--- src/pkg/bus_side_pkg.sv ---
`default_nettype none
package bus_side_pkg;
  // slot enable decode
  localparam int SLOT_COUNT = 6;
  localparam logic [1:0] SLOT_ALIGN = 2'h0;
  localparam logic [5:0] SLOTS_ALL_OFF = 6'h3f;
  localparam logic [5:0] SLOTS_ALL_ON = 6'h00;
  // bus clock divide codes
  localparam logic [2:0] DIV_BY3 = 3'h0;
  localparam logic [2:0] DIV_BY4 = 3'h1;
  localparam logic [2:0] DIV_BY5 = 3'h2;
  localparam logic [2:0] DIV_BY6 = 3'h3;
  localparam logic [2:0] DIV_BY8 = 3'h4;
  localparam logic [3:0] CNT_RESET = 4'h0;
  // reset level of active-low strobes
  localparam logic NEG_N = 1'b1;
  localparam logic [1:0] SA_RESET = 2'h0;
  localparam logic [3:0] BE_RESET = 4'hf;
  localparam logic [2:0] BEATS_RESET = 3'h0;

  typedef enum logic [2:0] {CYC_NONE, CYC_HOST, CYC_ISA_MASTER, CYC_EISA_MASTER, CYC_DMA,
    CYC_REFRESH} cycle_e;
  typedef enum logic [1:0] {W8, W16, W32} width_e;

  function automatic logic [3:0] div_ratio(input logic [2:0] code);
    unique case (code)
      DIV_BY4: return 4'h4;
      DIV_BY5: return 4'h5;
      DIV_BY6: return 4'h6;
      DIV_BY8: return 4'h8;
      default: return 4'h3;
    endcase
  endfunction

  // bus cycles needed to move one master transfer through a narrower slave
  function automatic logic [2:0] beats(input width_e mw, input width_e sw);
    if (mw == W32 && sw == W8) return 3'h4;
    if ((mw == W32 && sw == W16) || (mw == W16 && sw == W8)) return 3'h2;
    return 3'h1;
  endfunction
endpackage
`default_nettype wire

--- src/pkg/bclk_if.sv ---
`timescale 1ns/100ps
`default_nettype none
// bus clock generator to sequencer
interface bclk_if;
  logic [2:0] div_code;
  logic stretch;
  logic bclk;
  logic rise;
  modport gen (input div_code, input stretch, output bclk, output rise);
  modport user (output div_code, output stretch, input bclk, input rise);
endinterface
`default_nettype wire

--- src/verilog/bclk_divider.sv ---
`timescale 1ns/100ps
`default_nettype none
module bclk_divider (
  input wire logic clk, // host cpu clock
  input wire logic sys_rst, // synchronous reset
  bclk_if.gen bif // divided bus clock out
);
  import bus_side_pkg::*;

  logic [3:0] cnt;
  logic [3:0] next_cnt;
  logic [3:0] ratio;
  logic [3:0] low_len;
  logic hold;

  // low phase first; stretch freezes the last low count so bclk stays low
  always_comb begin
    ratio = div_ratio(bif.div_code);
    low_len = ratio >> 1;
    hold = bif.stretch && (cnt == low_len - 4'h1);
    if (hold) begin
      next_cnt = cnt;
    end else if (cnt >= ratio - 4'h1) begin
      next_cnt = CNT_RESET; // also recovers when the divide code shrinks
    end else begin
      next_cnt = cnt + 4'h1;
    end
  end

  // counter and clock outputs
  always_ff @(posedge clk) begin
    if (sys_rst) begin
      cnt <= CNT_RESET;
      bif.bclk <= 1'b0;
      bif.rise <= 1'b0;
    end else begin
      cnt <= next_cnt;
      bif.bclk <= (next_cnt >= low_len);
      bif.rise <= (next_cnt == low_len) && (cnt != low_len);
    end
  end

  bclk_stretch_a: assert property (@(posedge clk) disable iff (sys_rst)
    (bif.stretch && !bif.bclk && cnt == low_len - 4'h1) |=> !bif.bclk)
    else $error("bus clock rose while stretched");
endmodule
`default_nettype wire

--- src/verilog/eisa_isa_bus_side_interface.sv ---
`timescale 1ns/100ps
`default_nettype none
// Function
// - global enable high sets all six slot enables; unaligned low addresses clear all.
// - aligned address with leading digit n selects slot n alone; zero selects none.
// - translate cycles between EISA/ISA masters and slaves of 32, 16 and 8 bits.
// - drive byte enables on unclaimed host cycles, take them as inputs otherwise.
// - drive memory/io on ISA master and host-to-slave cycles, float otherwise.
// - sample write/read from EISA masters, drive it on unclaimed host and ISA master cycles.
// - drive start for unclaimed host cycles, DMA, refresh, 8-bit ISA io, splits.
// - assert command as start negates, hold it until the cycle ends.
// - sample master burst from EISA masters, drive it for burst DMA.
// - drive slave burst for bursting host memory, sample it for companion bursts.
// - judge widths from slave size lines and split into several cycles.
// - pass EISA ready to host ready or companion ready.
// - drive EISA ready for EISA masters on host or ISA slaves and CPU-to-ISA.
// - assert bus lock whenever host lock input is asserted.
// - divide cpu clock by 3,4,5,6 or 8; low phase may stretch.
// - sample 16-bit master at both start edges to detect burst downsizing.
// - drive 16-bit memory for ISA masters on host/EISA slaves, sample otherwise.
// - standard memory strobes only for ISA memory below one megabyte.
// - drive channel ready during ISA master cycles to host or EISA slaves.
// - sample low address and high enable from ISA masters, drive them on unclaimed host, EISA-to-ISA and DMA-to-ISA-memory cycles.
// - while refresh is asserted generate memory read and command.
module eisa_isa_bus_side_interface (
  input wire logic clk, // host cpu clock
  input wire logic sys_rst, // synchronous reset
  input wire bus_side_pkg::cycle_e cycle, // owner of the current cycle
  input wire logic cycle_req, // cycle pending, level
  input wire logic host_slave_ack, // a host slave claimed the cycle
  input wire logic tgt_isa, // target is an ISA slave
  input wire logic tgt_host, // target is a host slave or companion
  input wire logic tgt_eisa_mem, // target is EISA memory
  input wire logic is_mem, // memory cycle, else io
  input wire logic is_write, // write cycle
  input wire bus_side_pkg::width_e master_width, // width of the master
  input wire logic [3:0] host_be, // host byte enables, high = lane used
  input wire logic companion_burst_req, // companion asks for bursts
  input wire logic dma_burst_sel, // burst dma selected
  input wire logic mem_burst_ok, // memory can burst
  input wire logic host_slave_burst_in_n, // host memory can burst
  input wire logic host_slave_ready, // host slave or companion ready
  input wire logic host_lock_in_n, // host lock
  input wire logic host_mem16, // host slave is 16-bit memory
  input wire logic gt1m_n, // address above one megabyte
  input wire logic refresh_n, // refresh in progress
  input wire logic global_aen, // global address enable
  input wire logic [7:0] la_addr_hi, // address bits 15..8
  input wire logic [2:0] div_code, // bus clock divide select
  input wire logic host_stretch_n, // stretch bus clock low
  input wire logic [3:0] be_in_n, // bus byte enables in
  output logic [3:0] be_out_n, // bus byte enables out
  output logic be_oe, // byte enable drive
  output logic mio_out, // memory/io out
  output logic mio_oe, // memory/io drive
  input wire logic wr_in, // write/read in
  output logic wr_out, // write/read out
  output logic wr_oe, // write/read drive
  input wire logic start_in_n, // start line level
  output logic start_out_n, // start out
  output logic start_oe, // start drive
  output logic cmd_n, // command
  input wire logic msburst_in_n, // master burst in
  output logic msburst_out_n, // master burst out, open drain
  output logic msburst_oe, // master burst drive
  input wire logic slburst_in_n, // slave burst in
  output logic slburst_out_n, // slave burst out, open drain
  output logic slburst_oe, // slave burst drive
  input wire logic ex32_n, // 32-bit slave
  input wire logic ex16_n, // 16-bit slave
  input wire logic exrdy_in, // EISA ready in
  output logic exrdy_out, // EISA ready out, open drain
  output logic exrdy_oe, // EISA ready drive
  output logic lock_n, // bus lock
  output logic bclk, // bus clock
  input wire logic master16_n, // 16-bit master
  input wire logic m16_in_n, // 16-bit memory in
  output logic m16_out_n, // 16-bit memory out, open drain
  output logic m16_oe, // 16-bit memory drive
  output logic smrdc_n, // standard memory read
  output logic smwtc_n, // standard memory write
  output logic mrdc_n, // memory read
  input wire logic chrdy_in, // channel ready in
  output logic chrdy_out, // channel ready out, open drain
  output logic chrdy_oe, // channel ready drive
  input wire logic nows_n, // no wait states
  input wire logic [1:0] sa_in, // low address in
  output logic [1:0] sa_out, // low address out
  output logic sa_oe, // low address drive
  input wire logic sbhe_in_n, // high byte enable in
  output logic sbhe_out_n, // high byte enable out
  output logic sbhe_oe, // high byte enable drive
  output logic [bus_side_pkg::SLOT_COUNT-1:0] slot_address_enable, // per-slot enables
  output logic host_ready_out_n, // host ready pulse
  output logic companion_ready, // companion ready pulse
  output logic master_wr, // sampled master write
  output logic [3:0] master_be_n, // sampled master byte enables
  output logic master_burst_next, // master will burst next
  output logic slave_burst_seen, // slave accepts bursts
  output logic downsize_burst, // 32-bit master downsized to burst
  output logic [1:0] isa_sa, // sampled ISA master address
  output logic isa_sbhe_n // sampled ISA master high enable
);
  import bus_side_pkg::*;

  typedef enum logic [1:0] {ST_IDLE, ST_START, ST_EXT, ST_CMD} seq_e;

  seq_e state;
  seq_e next_state;
  logic [2:0] beats_left;
  logic [2:0] next_beats;
  logic [1:0] beat_idx;
  width_e slave_w;
  width_e slave_w_q;
  width_e master_eff;
  logic need_start;
  logic done;
  logic host_fwd;
  logic isa_mst;
  logic eisa_mst;
  logic start_q_n;
  logic m16_first_n;
  logic [3:0] be_src;
  logic [3:0] lane_mask;
  logic drive_sa;
  logic drive_ex;
  logic isa_mem_cmd;

  bclk_if bif ();

  slot_enable_decoder #(.SLOTS(SLOT_COUNT)) u_slots (
    .clk(clk),
    .sys_rst(sys_rst),
    .global_aen(global_aen),
    .addr_hi(la_addr_hi),
    .slot_address_enable(slot_address_enable)
  );

  bclk_divider u_bclk (
    .clk(clk),
    .sys_rst(sys_rst),
    .bif(bif.gen)
  );

  assign bif.div_code = div_code;
  assign bif.stretch = !host_stretch_n;
  assign bclk = bif.bclk;

  // cycle owner decode and slave width from the size lines
  always_comb begin
    host_fwd = (cycle == CYC_HOST) && !host_slave_ack;
    isa_mst = (cycle == CYC_ISA_MASTER);
    eisa_mst = (cycle == CYC_EISA_MASTER);
    master_eff = (cycle == CYC_HOST) ? W32 : master_width;
    if (!ex32_n) begin
      slave_w = W32;
    end else if (!ex16_n || !m16_in_n) begin
      slave_w = W16;
    end else begin
      slave_w = W8;
    end
  end

  // which cycles this end must start on the bus itself
  always_comb begin
    unique case (cycle)
      CYC_HOST: need_start = !host_slave_ack;
      CYC_DMA, CYC_REFRESH: need_start = 1'b1;
      CYC_ISA_MASTER: need_start = !is_mem && (slave_w == W8);
      CYC_EISA_MASTER: need_start = beats(master_eff, slave_w) > 3'h1;
      default: need_start = 1'b0;
    endcase
    if (!refresh_n) begin
      need_start = 1'b1;
    end
  end

  // end of the last beat; slaves may cut the wait with no-wait-states
  assign done = (state == ST_CMD) && bif.rise && (exrdy_in || !nows_n)
    && (beats_left <= 3'h1);

  // start/command sequencer, one bus cycle per beat
  always_comb begin
    next_state = state;
    next_beats = beats_left;
    unique case (state)
      ST_IDLE: begin
        if (cycle_req && need_start) begin
          next_state = ST_START;
          next_beats = beats(master_eff, slave_w);
        end else if (!start_in_n) begin
          next_state = ST_EXT; // a master started its own cycle
          next_beats = 3'h1;
        end
      end
      ST_START: begin
        if (bif.rise) begin
          next_state = ST_CMD;
        end
      end
      ST_EXT: begin
        if (start_in_n) begin
          next_state = ST_CMD;
        end
      end
      ST_CMD: begin
        if (done) begin
          next_state = ST_IDLE;
        end else if (bif.rise && (exrdy_in || !nows_n)) begin
          next_state = ST_START;
          next_beats = beats_left - 3'h1;
        end
      end
    endcase
  end

  // start and command leave the same edge, so command meets start's negation
  always_ff @(posedge clk) begin
    if (sys_rst) begin
      state <= ST_IDLE;
      beats_left <= BEATS_RESET;
      start_out_n <= NEG_N;
      start_oe <= 1'b0;
      cmd_n <= NEG_N;
    end else begin
      state <= next_state;
      beats_left <= next_beats;
      start_out_n <= (next_state != ST_START);
      start_oe <= (next_state == ST_START);
      cmd_n <= (next_state != ST_CMD);
    end
  end

  // beat position and the slave width latched while the sequencer is idle
  always_ff @(posedge clk) begin
    if (sys_rst) begin
      beat_idx <= 2'h0;
      slave_w_q <= W32;
    end else if (state == ST_IDLE) begin
      beat_idx <= 2'h0;
      slave_w_q <= slave_w;
    end else if (state == ST_CMD && next_state == ST_START) begin
      beat_idx <= beat_idx + 2'h1;
    end
  end

  // lanes of the current beat; narrow slaves take the lanes in ascending order
  always_comb begin
    be_src = (cycle == CYC_HOST) ? host_be : ~be_in_n;
    unique case (slave_w_q)
      W8: lane_mask = 4'h1 << beat_idx;
      W16: lane_mask = beat_idx[0] ? 4'hc : 4'h3;
      default: lane_mask = 4'hf;
    endcase
    drive_sa = host_fwd || (eisa_mst && tgt_isa) || ((cycle == CYC_DMA) && tgt_isa && is_mem);
    drive_ex = (eisa_mst && (tgt_host || tgt_isa)) || (host_fwd && tgt_isa && state != ST_IDLE);
    isa_mem_cmd = is_mem && tgt_isa && (slave_w_q != W32) && gt1m_n && (next_state == ST_CMD)
      && (cycle inside {CYC_HOST, CYC_DMA, CYC_EISA_MASTER, CYC_ISA_MASTER});
  end

  // lowest enabled byte gives the low address bits
  function automatic logic [1:0] low_lane(input logic [3:0] lanes);
    if (lanes[0]) return 2'h0;
    if (lanes[1]) return 2'h1;
    if (lanes[2]) return 2'h2;
    if (lanes[3]) return 2'h3;
    return 2'h0;
  endfunction

  // direction of each shared line by cycle owner
  always_ff @(posedge clk) begin
    if (sys_rst) begin
      be_oe <= 1'b0;
      be_out_n <= BE_RESET;
      mio_oe <= 1'b0;
      mio_out <= 1'b0;
      wr_oe <= 1'b0;
      wr_out <= 1'b0;
      sa_oe <= 1'b0;
      sa_out <= SA_RESET;
      sbhe_oe <= 1'b0;
      sbhe_out_n <= NEG_N;
    end else begin
      be_oe <= host_fwd;
      be_out_n <= ~host_be;
      mio_oe <= isa_mst || host_fwd;
      mio_out <= is_mem;
      wr_oe <= isa_mst || host_fwd;
      wr_out <= is_write;
      sa_oe <= drive_sa;
      sa_out <= low_lane(be_src & lane_mask);
      sbhe_oe <= drive_sa;
      sbhe_out_n <= !(|(be_src & lane_mask & 4'ha));
    end
  end

  // values sampled from masters and slaves
  always_ff @(posedge clk) begin
    if (sys_rst) begin
      master_wr <= 1'b0;
      master_be_n <= BE_RESET;
      master_burst_next <= 1'b0;
      slave_burst_seen <= 1'b0;
      isa_sa <= SA_RESET;
      isa_sbhe_n <= NEG_N;
    end else begin
      if (eisa_mst) begin
        master_wr <= wr_in;
        master_burst_next <= !msburst_in_n;
      end
      if (isa_mst || eisa_mst || cycle == CYC_DMA || cycle == CYC_REFRESH) begin
        master_be_n <= be_in_n;
      end
      if (isa_mst) begin
        isa_sa <= sa_in;
        isa_sbhe_n <= sbhe_in_n;
      end
      slave_burst_seen <= companion_burst_req && !slburst_in_n;
    end
  end

  // 16-bit master checked at both start edges; held until the next start
  always_ff @(posedge clk) begin
    if (sys_rst) begin
      start_q_n <= NEG_N;
      m16_first_n <= NEG_N;
      downsize_burst <= 1'b0;
    end else begin
      start_q_n <= start_in_n;
      if (start_q_n && !start_in_n) begin
        m16_first_n <= master16_n;
      end
      if (!start_q_n && start_in_n) begin
        downsize_burst <= m16_first_n && !master16_n;
      end
    end
  end

  // open-drain drives; the two ready lines pull low only while not ready, the others while their condition holds
  always_ff @(posedge clk) begin
    if (sys_rst) begin
      msburst_oe <= 1'b0;
      slburst_oe <= 1'b0;
      exrdy_oe <= 1'b0;
      m16_oe <= 1'b0;
      chrdy_oe <= 1'b0;
    end else begin
      msburst_oe <= (cycle == CYC_DMA) && dma_burst_sel && mem_burst_ok;
      slburst_oe <= eisa_mst && tgt_host && !host_slave_burst_in_n;
      exrdy_oe <= drive_ex && !(tgt_isa ? chrdy_in : host_slave_ready);
      m16_oe <= isa_mst && (tgt_host || tgt_eisa_mem) && host_mem16;
      chrdy_oe <= isa_mst && (tgt_host || !tgt_isa) && !host_slave_ready;
    end
  end

  assign msburst_out_n = 1'b0;
  assign slburst_out_n = 1'b0;
  assign exrdy_out = 1'b0;
  assign m16_out_n = 1'b0;
  assign chrdy_out = 1'b0;

  // ready relay, lock and memory strobes
  always_ff @(posedge clk) begin
    if (sys_rst) begin
      host_ready_out_n <= NEG_N;
      companion_ready <= 1'b0;
      lock_n <= NEG_N;
      smrdc_n <= NEG_N;
      smwtc_n <= NEG_N;
      mrdc_n <= NEG_N;
    end else begin
      host_ready_out_n <= !(done && cycle == CYC_HOST);
      companion_ready <= done && (cycle == CYC_DMA || cycle == CYC_REFRESH);
      lock_n <= host_lock_in_n;
      smrdc_n <= !(isa_mem_cmd && !is_write);
      smwtc_n <= !(isa_mem_cmd && is_write);
      mrdc_n <= !(!refresh_n && next_state == ST_CMD);
    end
  end

  cmd_on_start_a: assert property (@(posedge clk) disable iff (sys_rst)
    (state == ST_START ##1 state == ST_CMD) |-> !cmd_n && start_out_n && !start_oe)
    else $error("command not asserted as start negated");
  cmd_held_a: assert property (@(posedge clk) disable iff (sys_rst)
    (state == ST_CMD && !(bif.rise && (exrdy_in || !nows_n))) |=> !cmd_n)
    else $error("command dropped before cycle end");
  lock_follow_a: assert property (@(posedge clk) disable iff (sys_rst)
    !host_lock_in_n |=> !lock_n)
    else $error("bus lock not following host lock");
  be_input_a: assert property (@(posedge clk) disable iff (sys_rst)
    (cycle inside {CYC_EISA_MASTER, CYC_ISA_MASTER, CYC_DMA}) |=> !be_oe)
    else $error("byte enables driven during a master cycle");
  mio_float_a: assert property (@(posedge clk) disable iff (sys_rst)
    (cycle inside {CYC_DMA, CYC_EISA_MASTER}) |=> !mio_oe)
    else $error("memory/io driven when it must float");
  wr_drive_a: assert property (@(posedge clk) disable iff (sys_rst)
    (cycle == CYC_ISA_MASTER) |=> wr_oe && wr_out == $past(is_write))
    else $error("write/read not driven for isa master");
  host_ready_a: assert property (@(posedge clk) disable iff (sys_rst)
    (done && cycle == CYC_HOST) |=> !host_ready_out_n ##1 host_ready_out_n)
    else $error("host ready not a one-cycle pulse at cycle end");
  smem_limit_a: assert property (@(posedge clk) disable iff (sys_rst)
    (!smrdc_n || !smwtc_n) |-> $past(gt1m_n) && $past(tgt_isa))
    else $error("standard strobe above one megabyte");
  refresh_read_a: assert property (@(posedge clk) disable iff (sys_rst)
    (!refresh_n && state == ST_START ##1 state == ST_CMD && !refresh_n) |-> !mrdc_n && !cmd_n)
    else $error("refresh without memory read");
endmodule
`default_nettype wire

--- src/verilog/slot_enable_decoder.sv ---
`timescale 1ns/100ps
`default_nettype none
module slot_enable_decoder #(
  parameter int SLOTS = bus_side_pkg::SLOT_COUNT
) (
  input wire logic clk, // system clock
  input wire logic sys_rst, // synchronous reset
  input wire logic global_aen, // global address enable
  input wire logic [7:0] addr_hi, // address bits 15..8
  output logic [SLOTS-1:0] slot_address_enable // per-slot enables
);
  import bus_side_pkg::*;

  // per-slot decode, registered so slots see a clean level
  always_ff @(posedge clk) begin
    if (sys_rst) begin
      slot_address_enable <= '1;
    end else if (global_aen) begin
      slot_address_enable <= '1;
    end else if (addr_hi[1:0] != SLOT_ALIGN) begin
      slot_address_enable <= '0;
    end else begin
      for (int i = 0; i < SLOTS; i++) begin
        slot_address_enable[i] <= (addr_hi[7:4] != 4'(i + 1));
      end
    end
  end

  slot_all_high_a: assert property (@(posedge clk) disable iff (sys_rst)
    global_aen |=> &slot_address_enable)
    else $error("slot enables not all high with global enable high");
  slot_one_low_a: assert property (@(posedge clk) disable iff (sys_rst)
    (!global_aen && addr_hi == 8'h14) |=> slot_address_enable[0] == 1'b0
      && &slot_address_enable[SLOTS-1:1])
    else $error("slot one not selected alone");
endmodule
`default_nettype wire
--- config.mk ---
export PLATFORM = sky130hd
export DESIGN_NAME = eisa_isa_bus_side_interface
export DESIGN_NICKNAME = d
export VERILOG_FILES = /design/src/pkg/bus_side_pkg.sv /design/src/pkg/bclk_if.sv /design/src/verilog/bclk_divider.sv /design/src/verilog/eisa_isa_bus_side_interface.sv /design/src/verilog/slot_enable_decoder.sv
export SDC_FILE = /design/constraint.sdc
export NUM_CORES = 1
export LEC_CHECK = 0
export BUFFER_PORTS_ARGS = -buffer_cell sky130_fd_sc_hd__buf_2
export CAP_MARGIN = 10
export CORE_MARGIN = 10
export CORE_UTILIZATION = 50
export CTS_BUF_LIST = sky130_fd_sc_hd__clkbuf_2
export CTS_CLUSTER_SIZE = 20
export DETAILED_ROUTE_END_ITERATION = 10
export PLACE_DENSITY = 0.79
export SYNTH_ARGS = -nofsm -noshare
export SYNTH_HDL_FRONTEND = slang
export SYNTH_HIERARCHICAL = 1
export SYNTH_SLANG_ARGS = --single-unit
--- constraint.sdc ---
create_clock -name clk -period 2.85 [get_ports clk]
set_input_delay 0.4275 -clock clk [delete_from_list [all_inputs] [get_ports clk]]
set_output_delay 0.4275 -clock clk [all_outputs]
set_load 0.005 [all_outputs]
==> impl_metrics.csv <==
group,metric,value,unit
finish,layout-drive-gt1-share,34.8,%
route,first_pass_iters,6,
timing,rsz0062_at_grt,"false",
route,ant_nets,0,
setup_path,critPathArrivalTime,2.76,ns
yosys,ys_seq_elements,60,
route,drt-vias-per-instance,5.44,
yosys,yosys-top-cells-area,"dfxtp_1, ha_1, a21oi_1, nand2_1, nor2_1",
yosys,synth_mux_area_share,0.913,%
timing,fmax,419,MHz
yosys,syn_avg_cell_area,9.24,µm²
yosys,synth-async-reset-ratio,0,%
yosys,ys_seq_area_share,36.5,%
power_and_ir_drop,total_power,0.00230,W
timing,min_period_over_period,83.7,%
global_route,grt_pass1_wl,13600,µm
clocking,cts_setup_buffers,0,
yosys,synth_compound_area_share,22.7,%
yosys,synth.distinct_cells,84,
die,die_width,101,µm
yosys,ys_warn_count,6,
clocking,clk_latency,0.50,ns
clocking,numCtsBuffers,9,
finish,post-route-util,62.4,%
die,die_y,101,µm
setup_path,worstSetupEndpointType,"flop",
setup_path,crit_family,"compound AO/OA/AOI/OAI gates",
timing,hold_viol,0,
setup_path,crit_path_frequent_cell,"a21oi_2",
yosys,syn-instance-count,356,
power_and_ir_drop,clkPwrFrac,30.8,%
yosys,synth_top_family_by_area,"simple AND/OR/NAND/NOR gates",
yosys,netlist_area,3290,µm²
yosys,synth-xor-area-share,1.33,%
die,initial_utilization,51.5,%
die,ios,109,
die,die_area,10200,µm²
placement,dpl_cell_area,3820,µm²
setup_path,critPathKind,"flop to flop",
setup_path,crit_fanout,14,
finish,final_cells,540,
global_route,grt_usage,15.9,%
die,core,6390,µm²
route,wire_per_inst,15.4,µm
finish,antenna_cells,0,
finish,final_area,3980,µm²
flow_run,max_cap_viol_count,0,
placement,placedCellCount,524,
clocking,hold_buffers,0,
yosys,synth-simple-area-share,26.2,%
finish,syn_to_final_growth,21.1,%
power_and_ir_drop,internal_power,0.00158,W
timing,worst_pin_slew,0.551,ns
power_and_ir_drop,p_per_area,577,nW/µm²
outcome,status,"complete, no violations",
route,drt_iter0_drc,96,
finish,nNetsFinal,531,
route,routed_wl,8320,µm
setup_path,slowest_delay,0.69,ns
timing,finClkSkew,0.0203,ns
clocking,cts.sinks,60,
placement,io_buffers,101,
global_route,grt_max_degree,32,
route,drc,0,
global_route,antenna_found_initial,0,
die,row_count,29,
clocking,cts.clk_slew.worst_paths,0.18,ns
power_and_ir_drop,power_frac_seq,42.9,%
timing,slew_viol_final,0,
timing,final.setup.tns,0,ns
yosys,synth_enable_flop_cells,0,
power_and_ir_drop,p_leak,1.78,nW
yosys,yosys.area_share.adder,5.71,%
global_route,overflow,0,
clocking,htreeDepth,3,
setup_path,startpoint_type,"flop",
global_route,first_global_vias,2951,
route,vias,2935,
clocking,clockRootBuffer,"clkbuf_2",
yosys,yosysTopAreaCell,"dfxtp_1",
power_and_ir_drop,combPwrFrac,26.3,%
timing,period_needed,2.38,ns
yosys,synthFlopType,"dfxtp_1",
placement,routabilityCongestion,0.919,
worst_hold_path,hold_path_class,"primary input to flop",
timing,slew_headroom,63.2,%
yosys,yosys.area.top_type_share,36.5,%
power_and_ir_drop,irDropWorstVdd,0.438,mV
placement,dp_hpwl,6590,µm
timing,setup-violations-final,0,
clocking,clockBufferDepth,2,
clocking,cts_resized,0,
clocking,cts_tree,"done",
power_and_ir_drop,p_switching,0.000715,W
setup_path,required,3.22,ns
setup_path,cp_num_buf_inv,0,
power_and_ir_drop,swShare,31.1,%
setup_path,path_cells,"xor2_1 > o311a_1 > a21oi_2 > mux2i_1 > ha_1 > a21o_1 > a21oi_1 > a21oi_2",
setup_path,worst_path_max_delay_cell,"dfxtp_1",
power groups by stage:
stage               registers [W]  logic [W]  clock network, W
floorplan                0.000974   0.000460                 0
global placement         0.000999   0.000584                 0
detailed placement        0.00100   0.000604                 0
CTS                      0.000986   0.000605          0.000722
global route             0.000998   0.000677          0.000767
finish                   0.000986   0.000604          0.000707
layer usage:
metal | share of wire, % | GRT usage [%]
met1 | 42 | 18.3
met5 | 0 | 0
met4 | 1.2 | 4.39
met2 | 46 | 25.3
met3 | 10 | 8.02
synthesized netlist by cell type, drive strengths merged (7+ instances only):
master  instances
nor3b           7
buf            16
nor2           22
inv            20
ha             15
nor2b           9
a21oi          28
dfxtp          60
nand2          22
o21ai          17
nand2b         12
nor3           12
sequential cells by signal, indices dropped and copies added (netlist names), 2 cells and up:
| register | flops |
|---|---|
| beat_idx | 2 |
| u_bclk/cnt | 4 |
| u_slots/slot_address_enable | 6 |
| be_out_n | 4 |
| state | 2 |
| sa_out | 2 |
| master_be_n | 4 |
| slave_w_q | 2 |
| beats_left | 3 |
| isa_sa | 2 |
area by class of cell:
class,instances,area (µm²)
clock inverters,6,111
fillers,587,2400
inverters,20,75.1
multi-input cells,259,1890
clock buffers,10,50.0
repair buffers,108,558
well taps,77,96.3
flip-flops and latches,60,1200
kinds of logic after synthesis:
logic type,Yosys count
DFF,60
muxes,3
adders and majority gates,15
xor gates and xnor gates,5
and+or+nand+nor,135
AOI/OAI and AO/OA,95
buffers and inverters,41
other,2
worst paths after layout:
| path | from | endpoint | slack (ns) | cells past startpoint |
|---|---|---|---|---|
| hold / removal | slburst_in_n | slave_burst_seen$_SDFF_PP0_ | 0.08 | 2 |
| hold reg to reg | isa_sa[0]$_SDFFE_PP0N_ | isa_sa[0]$_SDFFE_PP0N_ | 0.47 | 2 |
| setup reg to reg | u_bclk/cnt[0]$_SDFF_PP0_ | u_bclk/bif.bclk$_SDFF_PP0_ | 0.47 | 8 |
| setup / recovery | u_bclk/cnt[0]$_SDFF_PP0_ | u_bclk/bif.bclk$_SDFF_PP0_ | 0.47 | 8 |
layout by cell type (no fill, tap or decap), types with 3 or more instances in the layout:
master,count
nand3_1,5
a21oi_2,4
o21ai_0,8
nor2_1,22
a211o_1,6
a211oi_2,3
and4bb_1,4
inv_1,18
buf_4,7
nand4_1,3
buf_2,101
nand2_1,22
nor3_1,11
ha_1,15
nand2b_1,12
a21oi_1,24
o21ai_1,7
nor4b_1,4
o21bai_1,4
bufinv_16,3
or3b_1,4
clkbuf_2,10
mux2i_1,3
nor4_1,4
or2_2,3
nor3b_1,5
a21o_1,3
xnor2_1,3
conb_1,6
nor2b_1,9
dfxtp_1,60
through the flow:
stage,setup slack (ns),hold WS [ns]
final,0.465,0.0822
after global routing,0.317,0.0340
after CTS,0.486,0.0310
after detailed placement,-0.00318,0.445
after global placement,0.0797,0.441
after floorplan,0.231,0.453
(Power assumes the default switching activity.)
